===== src/verilog/wdt_pkg.sv =====
// Package with constants and carrier types for the software watchdog timer.
package wdt_pkg;

   // Interval select codes and the matching counter bit widths.
   localparam logic [1:0]  SEL_2P12      = 2'h0;
   localparam logic [1:0]  SEL_2P15      = 2'h1;
   localparam logic [1:0]  SEL_2P18      = 2'h2;
   localparam logic [1:0]  SEL_2P21      = 2'h3;
   localparam int          EXP_2P12      = 12;
   localparam int          EXP_2P15      = 15;
   localparam int          EXP_2P18      = 18;
   localparam int          EXP_2P21      = 21;
   localparam int          CNT_W         = 22;
   // Early warning lead in system clocks.
   localparam int          WARN_LEAD     = 512;
   // Program restart location after a watchdog reset.
   localparam logic [15:0] RESET_VECTOR  = 16'h8000;
   // Control register field positions.
   localparam int          BIT_RESTART   = 0;
   localparam int          BIT_RST_EN    = 1;
   localparam int          BIT_IRQ_FLAG  = 2;
   localparam int          BIT_IRQ_EN    = 3;
   localparam int          BIT_WRF       = 4;
   localparam int          POS_SEL       = 5;
   localparam logic [7:0]  CTRL_RESET    = 8'h00;
   localparam int          RST_PULSE_LEN = 4;

   // Software write to the control register.
   typedef struct packed {
      logic       wr;
      logic [1:0] sel;
      logic       irq_en;
      logic       rst_en;
      logic       restart;
      logic       clr_irq;
      logic       clr_wrf;
   } ctrl_wr_t;

   // State shown back to software.
   typedef struct packed {
      logic [7:0] reg_value;
      logic       irq;
      logic       sys_reset;
   } ctrl_rd_t;

endpackage


===== src/verilog/software_watchdog_timer.sv =====
// Software watchdog timer: free-running counter, early warning and system reset.
//
// Function
// - Free-running counter advances every clock; software restart returns it to zero.
// - Missing restart before the selected timeout produces a full system reset.
// - Optional early warning interrupt, enabled by software.
// - Four selectable timeouts from 2^12 up to 2^21 system clocks.
// - Interrupt asserts exactly 512 system clocks before the reset.
// - Timeout counts system clocks, so duration follows the clock divide mode.
// - All control sits in one software watchdog control register.
// - Watchdog reset sets a readable reset flag in the control register.
// - After a watchdog reset execution resumes at location 8000h.
// - Interrupt flag sets even when disabled; software clears it.
module software_watchdog_timer
   import wdt_pkg::*;
#(
   parameter int RST_PULSE = RST_PULSE_LEN
)
(
   input  wire logic        CLOCK,
   input  wire logic        RESET,
   input  wire ctrl_wr_t    CTRL_WR,
   output ctrl_rd_t         CTRL_RD,
   output logic [15:0]      RESET_PC
);

   // Control fields, the free-running count, the reset pulse length and the compare results.
   logic [1:0]       sel_q, sel_d;
   logic             irq_en_q, irq_en_d;
   logic             rst_en_q, rst_en_d;
   logic [CNT_W-1:0] cnt_q, cnt_d;
   logic [2:0]       rpls_q, rpls_d;
   logic [CNT_W-1:0] limit;
   logic             warn_hit;
   logic             tmo_hit;
   logic             restart;
   logic             irq_flag;
   logic             wrf_flag;
   logic             sys_rst;

   // Timeout length from the select field.
   // Changing the select without a restart can step past the compare; the count then runs on to
   // its own wrap at 2^22 before the next timeout, so software should restart with a new select.
   always_comb begin
      unique case (sel_q)
         SEL_2P12: limit = CNT_W'(1) << EXP_2P12;
         SEL_2P15: limit = CNT_W'(1) << EXP_2P15;
         SEL_2P18: limit = CNT_W'(1) << EXP_2P18;
         SEL_2P21: limit = CNT_W'(1) << EXP_2P21;
      endcase
   end

   assign restart  = CTRL_WR.wr && CTRL_WR.restart;
   // Counts stay in system clocks, so a slower clock stretches the timeout.
   assign warn_hit = (cnt_q == limit - CNT_W'(WARN_LEAD + 1));
   assign tmo_hit  = (cnt_q == limit - CNT_W'(1));

   // Control fields and the counter; the timeout also restarts the count.
   always_comb begin
      sel_d    = sel_q;
      irq_en_d = irq_en_q;
      rst_en_d = rst_en_q;
      cnt_d    = cnt_q + CNT_W'(1);
      if (CTRL_WR.wr) begin
         sel_d    = CTRL_WR.sel;
         irq_en_d = CTRL_WR.irq_en;
         rst_en_d = CTRL_WR.rst_en;
      end
      if (restart || tmo_hit) begin
         cnt_d = '0;
      end
   end

   // Register the control fields and counter.
   always_ff @(posedge CLOCK or posedge RESET) begin
      if (RESET) begin
         sel_q    <= SEL_2P12;
         irq_en_q <= 1'b0;
         rst_en_q <= 1'b0;
         cnt_q    <= '0;
      end else begin
         sel_q    <= sel_d;
         irq_en_q <= irq_en_d;
         rst_en_q <= rst_en_d;
         cnt_q    <= cnt_d;
      end
   end

   // Reset pulse is a few clocks long so the whole core sees it.
   // The pulse length must stay below 8 to fit the three-bit pulse counter.
   always_comb begin
      rpls_d = (rpls_q != 3'h0) ? rpls_q - 3'h1 : 3'h0;
      if (tmo_hit && rst_en_q) begin
         rpls_d = 3'(RST_PULSE);
      end
   end

   // Register the reset pulse counter.
   always_ff @(posedge CLOCK or posedge RESET) begin
      if (RESET) begin
         rpls_q <= 3'h0;
      end else begin
         rpls_q <= rpls_d;
      end
   end

   assign sys_rst = (rpls_q != 3'h0);

   // Interrupt flag sets regardless of the enable.
   wdt_stage u_irq_flag (
      .CLOCK  (CLOCK),
      .RESET  (RESET),
      .set    (warn_hit),
      .clr    (CTRL_WR.wr && CTRL_WR.clr_irq),
      .flag_q (irq_flag)
   );

   // Reset flag survives the watchdog reset; only RESET or software clears it.
   wdt_stage u_wrf_flag (
      .CLOCK  (CLOCK),
      .RESET  (RESET),
      .set    (tmo_hit && rst_en_q),
      .clr    (CTRL_WR.wr && CTRL_WR.clr_wrf),
      .flag_q (wrf_flag)
   );

   // Read back the register image and drive the outputs.
   // Bit 0 is a write-1 action and always reads back as zero; bit 7 is unused.
   always_comb begin
      CTRL_RD                        = '0;
      CTRL_RD.reg_value[POS_SEL+:2]  = sel_q;
      CTRL_RD.reg_value[BIT_RST_EN]  = rst_en_q;
      CTRL_RD.reg_value[BIT_IRQ_FLAG]= irq_flag;
      CTRL_RD.reg_value[BIT_IRQ_EN]  = irq_en_q;
      CTRL_RD.reg_value[BIT_WRF]     = wrf_flag;
      CTRL_RD.irq                    = irq_flag && irq_en_q;
      CTRL_RD.sys_reset              = sys_rst;
   end

   // Fixed restart location that the core loads when a watchdog reset ends.
   assign RESET_PC = RESET_VECTOR;

   // Upper bound of the warning window, local so that the delay range can name it.
   localparam int LEAD_SPAN = WARN_LEAD;
endmodule // software_watchdog_timer


===== src/verilog/wdt_stage.sv =====
// Sticky flag stage shared by the interrupt flag and the watchdog reset flag.
module wdt_stage
   import wdt_pkg::*;
(
   input  wire logic CLOCK,
   input  wire logic RESET,
   input  wire logic set,
   input  wire logic clr,
   output logic      flag_q
);

   logic flag_d;

   // Set wins over a clear in the same cycle, so no event is lost.
   always_comb begin
      flag_d = flag_q;
      if (clr) begin
         flag_d = 1'b0;
      end
      if (set) begin
         flag_d = 1'b1;
      end
   end

   // Register the flag.
   always_ff @(posedge CLOCK or posedge RESET) begin
      if (RESET) begin
         flag_q <= 1'b0;
      end else begin
         flag_q <= flag_d;
      end
   end

endmodule // wdt_stage

===== config.mk =====
export PLATFORM = sky130hd
export DESIGN_NAME = software_watchdog_timer
export DESIGN_NICKNAME = d
export VERILOG_FILES = /design/src/verilog/wdt_pkg.sv /design/src/verilog/software_watchdog_timer.sv /design/src/verilog/wdt_stage.sv
export SDC_FILE = /design/constraint.sdc
export NUM_CORES = 1
export LEC_CHECK = 0
export ABC_CLOCK_PERIOD_IN_PS = 2200
export CORE_UTILIZATION = 45
export CTS_CLUSTER_SIZE = 30
export DETAILED_ROUTE_END_ITERATION = 7
export DONT_BUFFER_PORTS = 1
export PLACE_DENSITY = 0.67
export RECOVER_POWER = 100
export SLEW_MARGIN = 40
export SYNTH_ARGS = -nofsm -noshare
export SYNTH_HDL_FRONTEND = slang
export SYNTH_SLANG_ARGS = --single-unit

===== constraint.sdc =====
create_clock -name CLOCK -period 2.2 [get_ports CLOCK]
set_clock_uncertainty 0.15 [all_clocks]
set_input_delay 0.55 -clock CLOCK [delete_from_list [all_inputs] [get_ports CLOCK]]
set_output_delay 0.55 -clock CLOCK [all_outputs]
set_load 0.03 [all_outputs]

==> results.md, run 1 <==
- # H-tree levels: 2
- Element type at the critical path end: flop
- Antenna viol nets, final: 0
- Worst-Skew Late Latency: 0.29 ns
- Worst R2R Start: sel_q[0]
- Post-synthesis cell type count: 45
- Mapped Area: 1810 sq um
- HPWL Detailed: 2.58 mm
- Reg clk slew, reported paths: 0.07 ns
- First-pass GRT wire length: 6.14 mm
- DRC Markers: 0
- GP Congestion: 0.807
- Flop and latch count out of synthesis: 31
- P per Cell Area: 661 nW/um^2
- Vias in the first global route: 1308
- Tcrit/Tclk final: 99.3%
- Relative slew slack: 48.7%
- Hold_ws: 0.221 ns
- Core Area: 3770 sq um
- Reg2Reg Setup Slack: 0.01 ns
- GR Util All Layers: 19.1%
- RSZ-0062 raised after global routing: yes
- Io pins: 36
- Data required, critical path: 2.18 ns
- Hold Crit Class: input port to asynchronous set/reset pin
- Total net switching power: 372 uW
- Critical path class: flop to flop
- Max cap viols: 0
- Most common cell after layout, fill and taps aside: dfrtp_1
- Final wirelength: 3.62 mm
- Root buffer selected by CTS: clkbuf_8
- Final hold violation count: 0
- Die width: 65.4 microns
- Max Fclk: 458 MHz
- Die footprint: 4280 sq um
- Pin count of the biggest net entering global routing: 32
- DRT Pass-1 Iters: 4
- Switching share of power: 28.6%
- # setup viols final: 0
- Maximum vdd drop: 501 uV
- Die H: 65.4 microns
- Clk buf depth: 2
- Area growth syn-to-layout: 8.91%
- Antenna Cells: 0
- Most frequent cells in the layout: dfrtp_1, conb_1, buf_4
- FFs w/ async S/R, synth: 100%
- Fin Setup TNS: 0 ns
- Clock power frac: 35.1%
- Number of synthesized flops with an enable pin: 0
- Vias post-DR: 1300
- Worst R2R End: cnt_q[21]
- Gate power share: 14.8%
- Post-synthesis sequential area ratio: 42.8%
- Critical Path AT: 2.17 ns
- Startpoint types: flop
- Core Rows: 22
- CTS tree: built
- GRT Residual Overflow: 0
- Clk sink count: 31
- Hold buffer count at CTS: 0
- Synth Instances: 181
- Cts bufs inserted: 5
- Final nets: 203
- Number of I/O port buffers: 0
- Routed WL per cell: 15.2 microns
- Worst r2r path cells: 8
- Int Power: 931 uW
- Critical path fanouts, max: 14
- YS warnings: 0
- Share of cells above drive strength 1: 20.0%
- DR iter-0 viols: 93
- Via density: 5.46
- LEAKAGE: 0.900 nW
- Outcome: finished, final reports clean
- Slew Viols, Final: 0
- Sequential Power Share: 50.1%
- Slew @ Worst Pin: 0.770 ns
- Tmin final: 2.19 ns
- Initial antenna violation count: 0
- Avg Cell Area, Syn: 10.0 sq um
- Starting density of the core: 48.0%
- Primary FF master, synth: dfrtp_1
critical path: stages (launching register included):
cell and delay, ns:
dfrtp_2 0.44, nor2_4 0.13, inv_2 0.05, ha_4 0.15, or3_1 0.30, a211o_1 0.31, nor4_4 0.20, buf_6 0.22
a211oi_1 0.07
cells by family after synthesis:
| group | share of synthesized area, % |
|---|---|
| and+or+nand+nor | 21.7 |
| buffers and inverters | 13.0 |
| DFF | 42.8 |
| AOI/OAI and AO/OA | 10.8 |
| xor gates and xnor gates | 4.84 |
| muxes | 3.66 |
| adders and majority gates | 2.76 |
| other | 0.415 |
through the flow:
stage	worst slack, ns	utilization [%]	cells	total power [mW]	instance area [sq um]
2_1_floorplan	0.0178	-	197	0.823	1880
3_3_place_gp	0.0763	48.2	227	0.823	1820
3_5_place_dp	-0.0149	48.2	227	0.836	1820
4_1_cts	0.00371	50.9	235	1.30	1920
5_1_grt	-0.0915	52.3	238	1.36	1970
6_report	0.0148	52.3	238	1.30	1970
repair_timing:
action                                 4_1_cts  5_1_grt
setup endpoints to repair                   13       22
gates cloned                                 0        0
setup buffers                                0        3
pin swaps                                    0        3
gates resized for setup                      2        7
endpoints found under the hold margin        0        0
power groups by stage:
| stage | Clock, mW | Combinational (mW) | Sequential (mW) |
|---|---|---|---|
| 2_1_floorplan | 0 | 0.170 | 0.653 |
| 3_3_place_gp | 0 | 0.167 | 0.656 |
| 3_5_place_dp | 0 | 0.175 | 0.661 |
| 4_1_cts | 0.469 | 0.177 | 0.652 |
| 5_1_grt | 0.492 | 0.214 | 0.657 |
| 6_report | 0.457 | 0.193 | 0.653 |
layer usage:
| layer | track usage (%) | vias up | wire (microns) |
|---|---|---|---|
| li1 | - | 619 | - |
| met1 | 23.6 | 648 | 1580 |
| met2 | 32.2 | 25 | 1880 |
| met3 | 4.69 | 8 | 116 |
| met4 | 6.52 | 0 | 50 |
| met5 | 0 | - | 0 |
registers in the layout, summed over array words and instances (netlist names):
register,flops
irq_en_q,1
rpls_q,3
sel_q,2
rst_en_q,1
cnt_q,22
u_irq_flag.flag_q,1
u_wrf_flag.flag_q,1
synthesized netlist by cell type (2+ instances only):
library cell  number  area [sq um]
a211oi_1           8          60.1
conb_1             2          7.51
and3_1             2          12.5
or4_1              2          15.0
o31ai_1            2          15.0
nand2_1            9          33.8
dfrtp_1           31           776
or3_1              9          56.3
nand4_1            4          25.0
xor2_1             8          70.1
inv_1              7          26.3
nor3_1             9          45.0
o21ai_0            7          35.0
xnor2_1            2          17.5
buf_4             25           188
buf_2              2          10.0
nand3_1            8          40.0
mux2_2             4          45.0
clkbuf_1           3          11.3
a21o_1             2          15.0
and4_1             4          35.0
ha_1               4          50.1
and2_1             2          12.5
nor2_1             4          15.0
how the worst max path moves through the flow:
stage	endpoint	startpoint	slack, ns	cells after the start
floorplan	rpls_q[1]	sel_q[0]	0.02	8
global placement	cnt_q[16]	sel_q[0]	0.08	8
detailed placement	cnt_q[16]	sel_q[0]	-0.01	8
CTS	rpls_q[1]	sel_q[0]	0.004	8
global route	cnt_q[16]	sel_q[0]	-0.09	8
finish	cnt_q[21]	sel_q[0]	0.01	8
cell type report:
cell class | instances | area, sq um
flip-flops and latches | 31 | 778
clock buffers | 7 | 86.3
multi-input cells | 129 | 898
fillers | 344 | 1800
inverters | 7 | 26.3
clock inverters | 1 | 5.00
repair buffers | 15 | 118
well taps | 48 | 60.1
Power figures use the tool's default switching activity.
==> run 2, diff against run 1 <==
- CORE_ASPECT_RATIO: unset -> 1.2
==> run 2 against run 1 <==
Net effect:
- total power increased by 7.8%
- final cell count increased by 2.5%
- hold slack got worse by 0.19 ns
- count of clock-buffer cells in the layout decreased by 1
- critical path type unchanged
- largest cell class unchanged
- highest routed layer unchanged
==> results.md, run 2 (synthesized netlist as in run 1, its figures left out) <==
- Die width: 59.9 microns (was 65.4 microns)
- Startpoint types: flop (unchanged)
- Tcrit/Tclk final: 99.9% (was 99.3%)
- Area post-placement: 1810 sq um (was 1820 sq um)
- Vias in the first global route: 1338 (was 1308)
- Antenna Cells: 0 (unchanged)
- Relative slew slack: 32.7% (was 48.7%)
- Routed WL per cell: 14.3 microns (was 15.2 microns)
- Final hold violation count: 0 (unchanged)
- Tmin final: 2.20 ns (was 2.19 ns)
- Maximum vdd drop: 780 uV (was 501 uV)
- Initial antenna violation count: 0 (unchanged)
- Critical path origin: sel_q[0] (unchanged)
- Worst R2R Start: sel_q[0] (unchanged)
- Most common cell after layout, fill and taps aside: dfrtp_1 (unchanged)
- Critical path fanouts, max: 8 (was 14)
- Share of cells above drive strength 1: 20.8% (was 20.0%)
- Max reg flops: 22 (unchanged)
- Data required, critical path: 2.21 ns (was 2.18 ns)
- GRT Residual Overflow: 0 (unchanged)
- GP Congestion: 0.827 (was 0.807)
- Final nets: 205 (was 203)
- Element type at the critical path end: flop (unchanged)
- # setup viols final: 0 (unchanged)
- Slew @ Worst Pin: 1.01 ns (was 0.770 ns)
- Number of I/O port buffers: 0 (unchanged)
- Hold_ws: 0.0258 ns (was 0.221 ns)
- Power, Total: 1.41 mW (was 1.30 mW)
- DRC Markers: 0 (unchanged)
- Via density: 5.40 (was 5.46)
- DR iter-0 viols: 52 (was 93)
- Critical path class: flop to flop (unchanged)
- First-pass GRT wire length: 5.73 mm (was 6.14 mm)
- Worst-Skew Late Latency: 0.28 ns (was 0.29 ns)
- Final Cell Area: 2010 sq um (was 1970 sq um)
- Reg clk slew, reported paths: 0.06 ns (was 0.07 ns)
- Hold Crit Class: input port to asynchronous set/reset pin (unchanged)
- Starting density of the core: 48.2% (was 48.0%)
- Top Registers: cnt_q: 22 flops, rpls_q: 3 flops, sel_q: 2 flops (unchanged)
- Core Rows: 24 (was 22)
- Placed instance count: 229 (was 227)
- RSZ-0062 raised after global routing: yes (unchanged)
- Area growth syn-to-layout: 11.0% (was 8.91%)
- Most frequent cells in the layout: dfrtp_1, conb_1, buf_4 (unchanged)
- Clk sink count: 31 (unchanged)
- Final wirelength: 3.49 mm (was 3.62 mm)
- Die footprint: 4280 sq um (about the same)
- Vias post-DR: 1317 (was 1300)
- Max Fclk: 455 MHz (was 458 MHz)
- Core Area: 3750 sq um (was 3770 sq um)
- GR Util All Layers: 18.0% (was 19.1%)
- Outcome: finished, final reports clean (unchanged)
- Pin count of the biggest net entering global routing: 23 (was 32)
- Hold buffer count at CTS: 0 (unchanged)
- Cts bufs inserted: 5 (unchanged)
- LEAKAGE: 0.915 nW (was 0.900 nW)
- P per Cell Area: 699 nW/um^2 (was 661 nW/um^2)
- Io pins: 36 (unchanged)
- Antenna viol nets, final: 0 (unchanged)
- Critical Path AT: 2.21 ns (was 2.17 ns)
- # H-tree levels: 2 (unchanged)
- Clk buf depth: 2 (unchanged)
- Slew Viols, Final: 0 (unchanged)
- Die H: 71.5 microns (was 65.4 microns)
- HPWL Detailed: 2.51 mm (was 2.58 mm)
- CTS tree: built (unchanged)
- Top reg by flops: cnt_q (unchanged)
- Fin cells: 244 (was 238)
- Max cap viols: 0 (unchanged)
- DRT Pass-1 Iters: 4 (unchanged)
- Root buffer selected by CTS: clkbuf_8 (unchanged)
==> run 2: changes by cell type in the layout (fill, tap and decap cells not counted) <==
| cell | delta |
|---|---|
| a211oi_1 | +1 |
| buf_4 | +2 |
| bufinv_16 | +1 |
| a211oi_2 | -1 |
| buf_6 | -1 |
| a22oi_2 | +1 |
| clkbuf_2 | -1 |
| a2111oi_1 | -1 |
| buf_2 | +1 |
| a2111oi_0 | +1 |
| a22oi_1 | -1 |
==> run 2: per-layer routing <==
metal / global-route usage, % / part of all wire [%] / routed length [microns] / up-vias
met1: 21.2 / 44 / 1550 / 659
met5: 0 / 0 / 0 / -
met3: 5.23 / 2.6 / 90 / 9
met2: 29.6 / 51 / 1770 / 23
li1: - / - / - / 626
met4: 8.53 / 2.2 / 78 / 0
==> run 2: layout make-up <==
| class | instances | area (sq um) |
|---|---|---|
| multi-input combinational | 129 | 897 |
| clock buffer | 6 | 82.6 |
| inverter | 7 | 26.3 |
| tap | 52 | 65.1 |
| timing repair buffer | 17 | 125 |
| clock inverter | 2 | 35.0 |
| sequential | 31 | 778 |
| fill | 340 | 1740 |
==> run 2: worst paths after layout <==
kind	end	slack (ns)	depth (start not counted)
worst max-delay path	cnt_q[16]	0.002	8
worst min-delay path	irq_en_q	0.03	1
worst max register to register	cnt_q[16]	0.002	8
worst min register to register	rpls_q[0]	0.31	1
max in group asynchronous	cnt_q[7]	0.58	2
min in group CLOCK	irq_en_q	0.26	1
==> run 2: metrics by stage <==
step	setup TNS, ns	setup slack (ns)	utilization [%]
final	0	0.00197	53.5
after global routing	-1.18	-0.0894	53.5
after CTS	0	0.0143	51.3
after detailed placement	0	0.0299	48.2
after global placement	0	0.0911	48.2
after floorplan	0	0.0178	-
==> run 2: worst max-delay path, cell delays in order (launching register included) <==
cell and delay, ns:
dfrtp_2 0.44, nor2_4 0.12, inv_2 0.05, ha_4 0.15, or3_1 0.30, a211o_1 0.31
nor4_4 0.25, buf_4 0.23, nor4_1 0.07
==> run 2: power by group <==
group	switching [mW]	internal (mW)	total [mW]
sequential	0.0493	0.605	0.655
clock	0.205	0.366	0.571
combinational	0.112	0.0676	0.179
total	0.366	1.04	1.41
==> run 2: timing repair <==
| action | in CTS | in global routing |
|---|---|---|
| setup endpoints to repair | 0 | 23 |
| setup buffers | 0 | 6 |
| gates resized for setup | 0 | 7 |
==> run 3, diff against run 2 <==
- HOLD_SLACK_MARGIN: unset -> 0.06
==> run 3 against run 2 <==
Net effect:
- register-to-register slack hardly changed
- total power is 0.20% higher
- first-iteration DRC count is 21% lower
- setup slack hardly changed
- global-route usage stayed put
- sequential cell count stayed put
- design area is 0.68% higher
- count of clock-buffer cells in the layout stayed put
- die area stayed put
- critical path depth stayed put
- hold slack better by 0.24 ns
- highest routed layer unchanged
==> results.md, run 3 (synthesized netlist as in run 1, its figures left out) <==
- Fin Setup TNS: 0 ns (unchanged)
- M2 GR Usage: 29.6% (unchanged)
- Antenna Cells: 0 (unchanged)
- Share of cells above drive strength 1: 21.2% (was 20.8%)
- Startpoint types: flop (unchanged)
- GR Util All Layers: 18.0% (unchanged)
- Tmin final: 2.20 ns (about the same)
- Final hold violation count: 0 (unchanged)
- CTS tree: built (unchanged)
- Die width: 59.9 microns (unchanged)
- Max reg flops: 22 (unchanged)
- Most frequent cells in the layout: dfrtp_1, conb_1, buf_4 (unchanged)
- Power, Total: 1.41 mW (about the same)
- Root buffer selected by CTS: clkbuf_8 (unchanged)
- Area post-placement: 1810 sq um (unchanged)
- FF/Latch Area: 778 sq um (unchanged)
- Final nets: 206 (was 205)
- Critical path fanouts, max: 8 (unchanged)
- GRT Residual Overflow: 0 (unchanged)
- Routed WL per cell: 14.3 microns (about the same)
- Die H: 71.5 microns (unchanged)
- Grt met3 use: 5.23% (unchanged)
- Outcome: finished, final reports clean (unchanged)
- Via density: 5.40 (about the same)
- DRT Pass-1 Iters: 4 (unchanged)
- FILL cells: 337 (was 340)
- HPWL Detailed: 2.51 mm (unchanged)
- Tcrit/Tclk final: 99.9% (about the same)
- DRC Markers: 0 (unchanged)
- Pin count of the biggest net entering global routing: 23 (unchanged)
- Starting density of the core: 48.2% (unchanged)
- Hold Crit Class: input port to flop (was input port to asynchronous set/reset pin)
- P per Cell Area: 696 nW/um^2 (was 699 nW/um^2)
- Max cap viols: 0 (unchanged)
- # H-tree levels: 2 (unchanged)
- Area of the multi-input gates: 897 sq um (unchanged)
- First-pass GRT wire length: 5.73 mm (unchanged)
- Critical Path AT: 2.21 ns (about the same)
- Element type at the critical path end: flop (unchanged)
- Worst-Skew Late Latency: 0.28 ns (about the same)
- Final Cell Area: 2020 sq um (was 2010 sq um)
- Maximum vdd drop: 780 uV (about the same)
- GRT met1 Usage: 21.2% (unchanged)
- Slew Viols, Final: 0 (unchanged)
- LEAKAGE: 0.923 nW (was 0.915 nW)
- Core Area: 3750 sq um (unchanged)
- Max Fclk: 455 MHz (about the same)
- Placed instance count: 229 (unchanged)
- Slew @ Worst Pin: 0.502 ns (was 1.01 ns)
- Vias in the first global route: 1345 (was 1338)
- Reg clk slew, reported paths: 0.06 ns (about the same)
- Clk buf depth: 2 (unchanged)
- Top reg by flops: cnt_q (unchanged)
- Antenna viol nets, final: 0 (unchanged)
- RSZ-0062 raised after global routing: yes (unchanged)
- GP Congestion: 0.827 (unchanged)
- Top Registers: cnt_q: 22 flops, rpls_q: 3 flops, sel_q: 2 flops (unchanged)
- Clk sink count: 31 (unchanged)
- Most common cell after layout, fill and taps aside: dfrtp_1 (unchanged)
- Critical path class: flop to flop (unchanged)
- DR iter-0 viols: 41 (was 52)
- Core Rows: 24 (unchanged)
- # setup viols final: 0 (unchanged)
- Cts bufs inserted: 5 (unchanged)
- Data required, critical path: 2.21 ns (about the same)
- Vias post-DR: 1323 (was 1317)
- Die footprint: 4280 sq um (unchanged)
- Relative slew slack: 66.5% (was 32.7%)
- GR peak layer: met2 (unchanged)
- Initial antenna violation count: 0 (unchanged)
- Final wirelength: 3.50 mm (was 3.49 mm)
- Number of I/O port buffers: 0 (unchanged)
- Io pins: 36 (unchanged)
- Final Util: 53.9% (was 53.5%)
- Fin cells: 245 (was 244)
- Area growth syn-to-layout: 11.7% (was 11.0%)
[run 3: changes by cell type in the layout (fill, tap and decap cells not counted), sizes merged]
cell,delta
dlygate4sd3,+1
buf,+1
clkbuf,-1
[run 3: critical path: stages, from the launching register on]
cell and delay (ns):
dfrtp_2 0.44, nor2_4 0.12, inv_2 0.05, ha_4 0.15, or3_1 0.30, a211o_1 0.31
nor4_4 0.25, buf_4 0.23, nor4_1 0.07
[run 3: worst paths after layout]
| path | startpoint | to | slack [ns] | depth (start not counted) |
|---|---|---|---|---|
| setup / recovery | sel_q[0] | cnt_q[16] | 0.002 | 8 |
| hold / removal | CTRL_WR[4] | irq_en_q | 0.26 | 1 |
| setup reg to reg | sel_q[0] | cnt_q[16] | 0.002 | 8 |
| hold reg to reg | rpls_q[0] | rpls_q[0] | 0.31 | 1 |
| max in group asynchronous | RESET | cnt_q[13] | 0.67 | 3 |
| min in group asynchronous | RESET | irq_en_q | 0.59 | 2 |
[run 3: power by group]
| part | leakage [nW] | total (mW) | internal [mW] | switching, mW |
|---|---|---|---|---|
| Clock | 0.0612 | 0.572 | 0.366 | 0.206 |
| Combinational | 0.444 | 0.181 | 0.0695 | 0.112 |
| Sequential | 0.417 | 0.655 | 0.605 | 0.0494 |
| Total | 0.923 | 1.41 | 1.04 | 0.367 |
[run 3: repair_timing]
item	CTS	global route
buffers inserted	0	6
hold buffers	1	0
hold endpoints to repair	13	0
setup endpoints to repair	0	23
resized for setup	0	7
[run 3: per-layer routing]
| metal | up-vias | routed length, microns | part of all wire, % |
|---|---|---|---|
| met3 | 8 | 98 | 2.8 |
| met2 | 26 | 1790 | 51 |
| li1 | 627 | - | - |
| met1 | 662 | 1530 | 44 |
| met5 | - | 0 | 0 |
| met4 | 0 | 78 | 2.2 |
[run 3: through the flow]
stage               hold slack [ns]  setup slack [ns]
finish                        0.265           0.00236
global route                  0.253           -0.0894
CTS                           0.256            0.0143
detailed placement            0.293            0.0299
global placement              0.280            0.0911
floorplan                     0.268            0.0178
[run 3: cell type report]
cell class	count	area share, %
tap	52	3.22
multi-input combinational	129	44.3
clock inverter	2	1.73
sequential	31	38.5
inverter	7	1.30
clock buffer	6	4.08
timing repair buffer	18	6.86
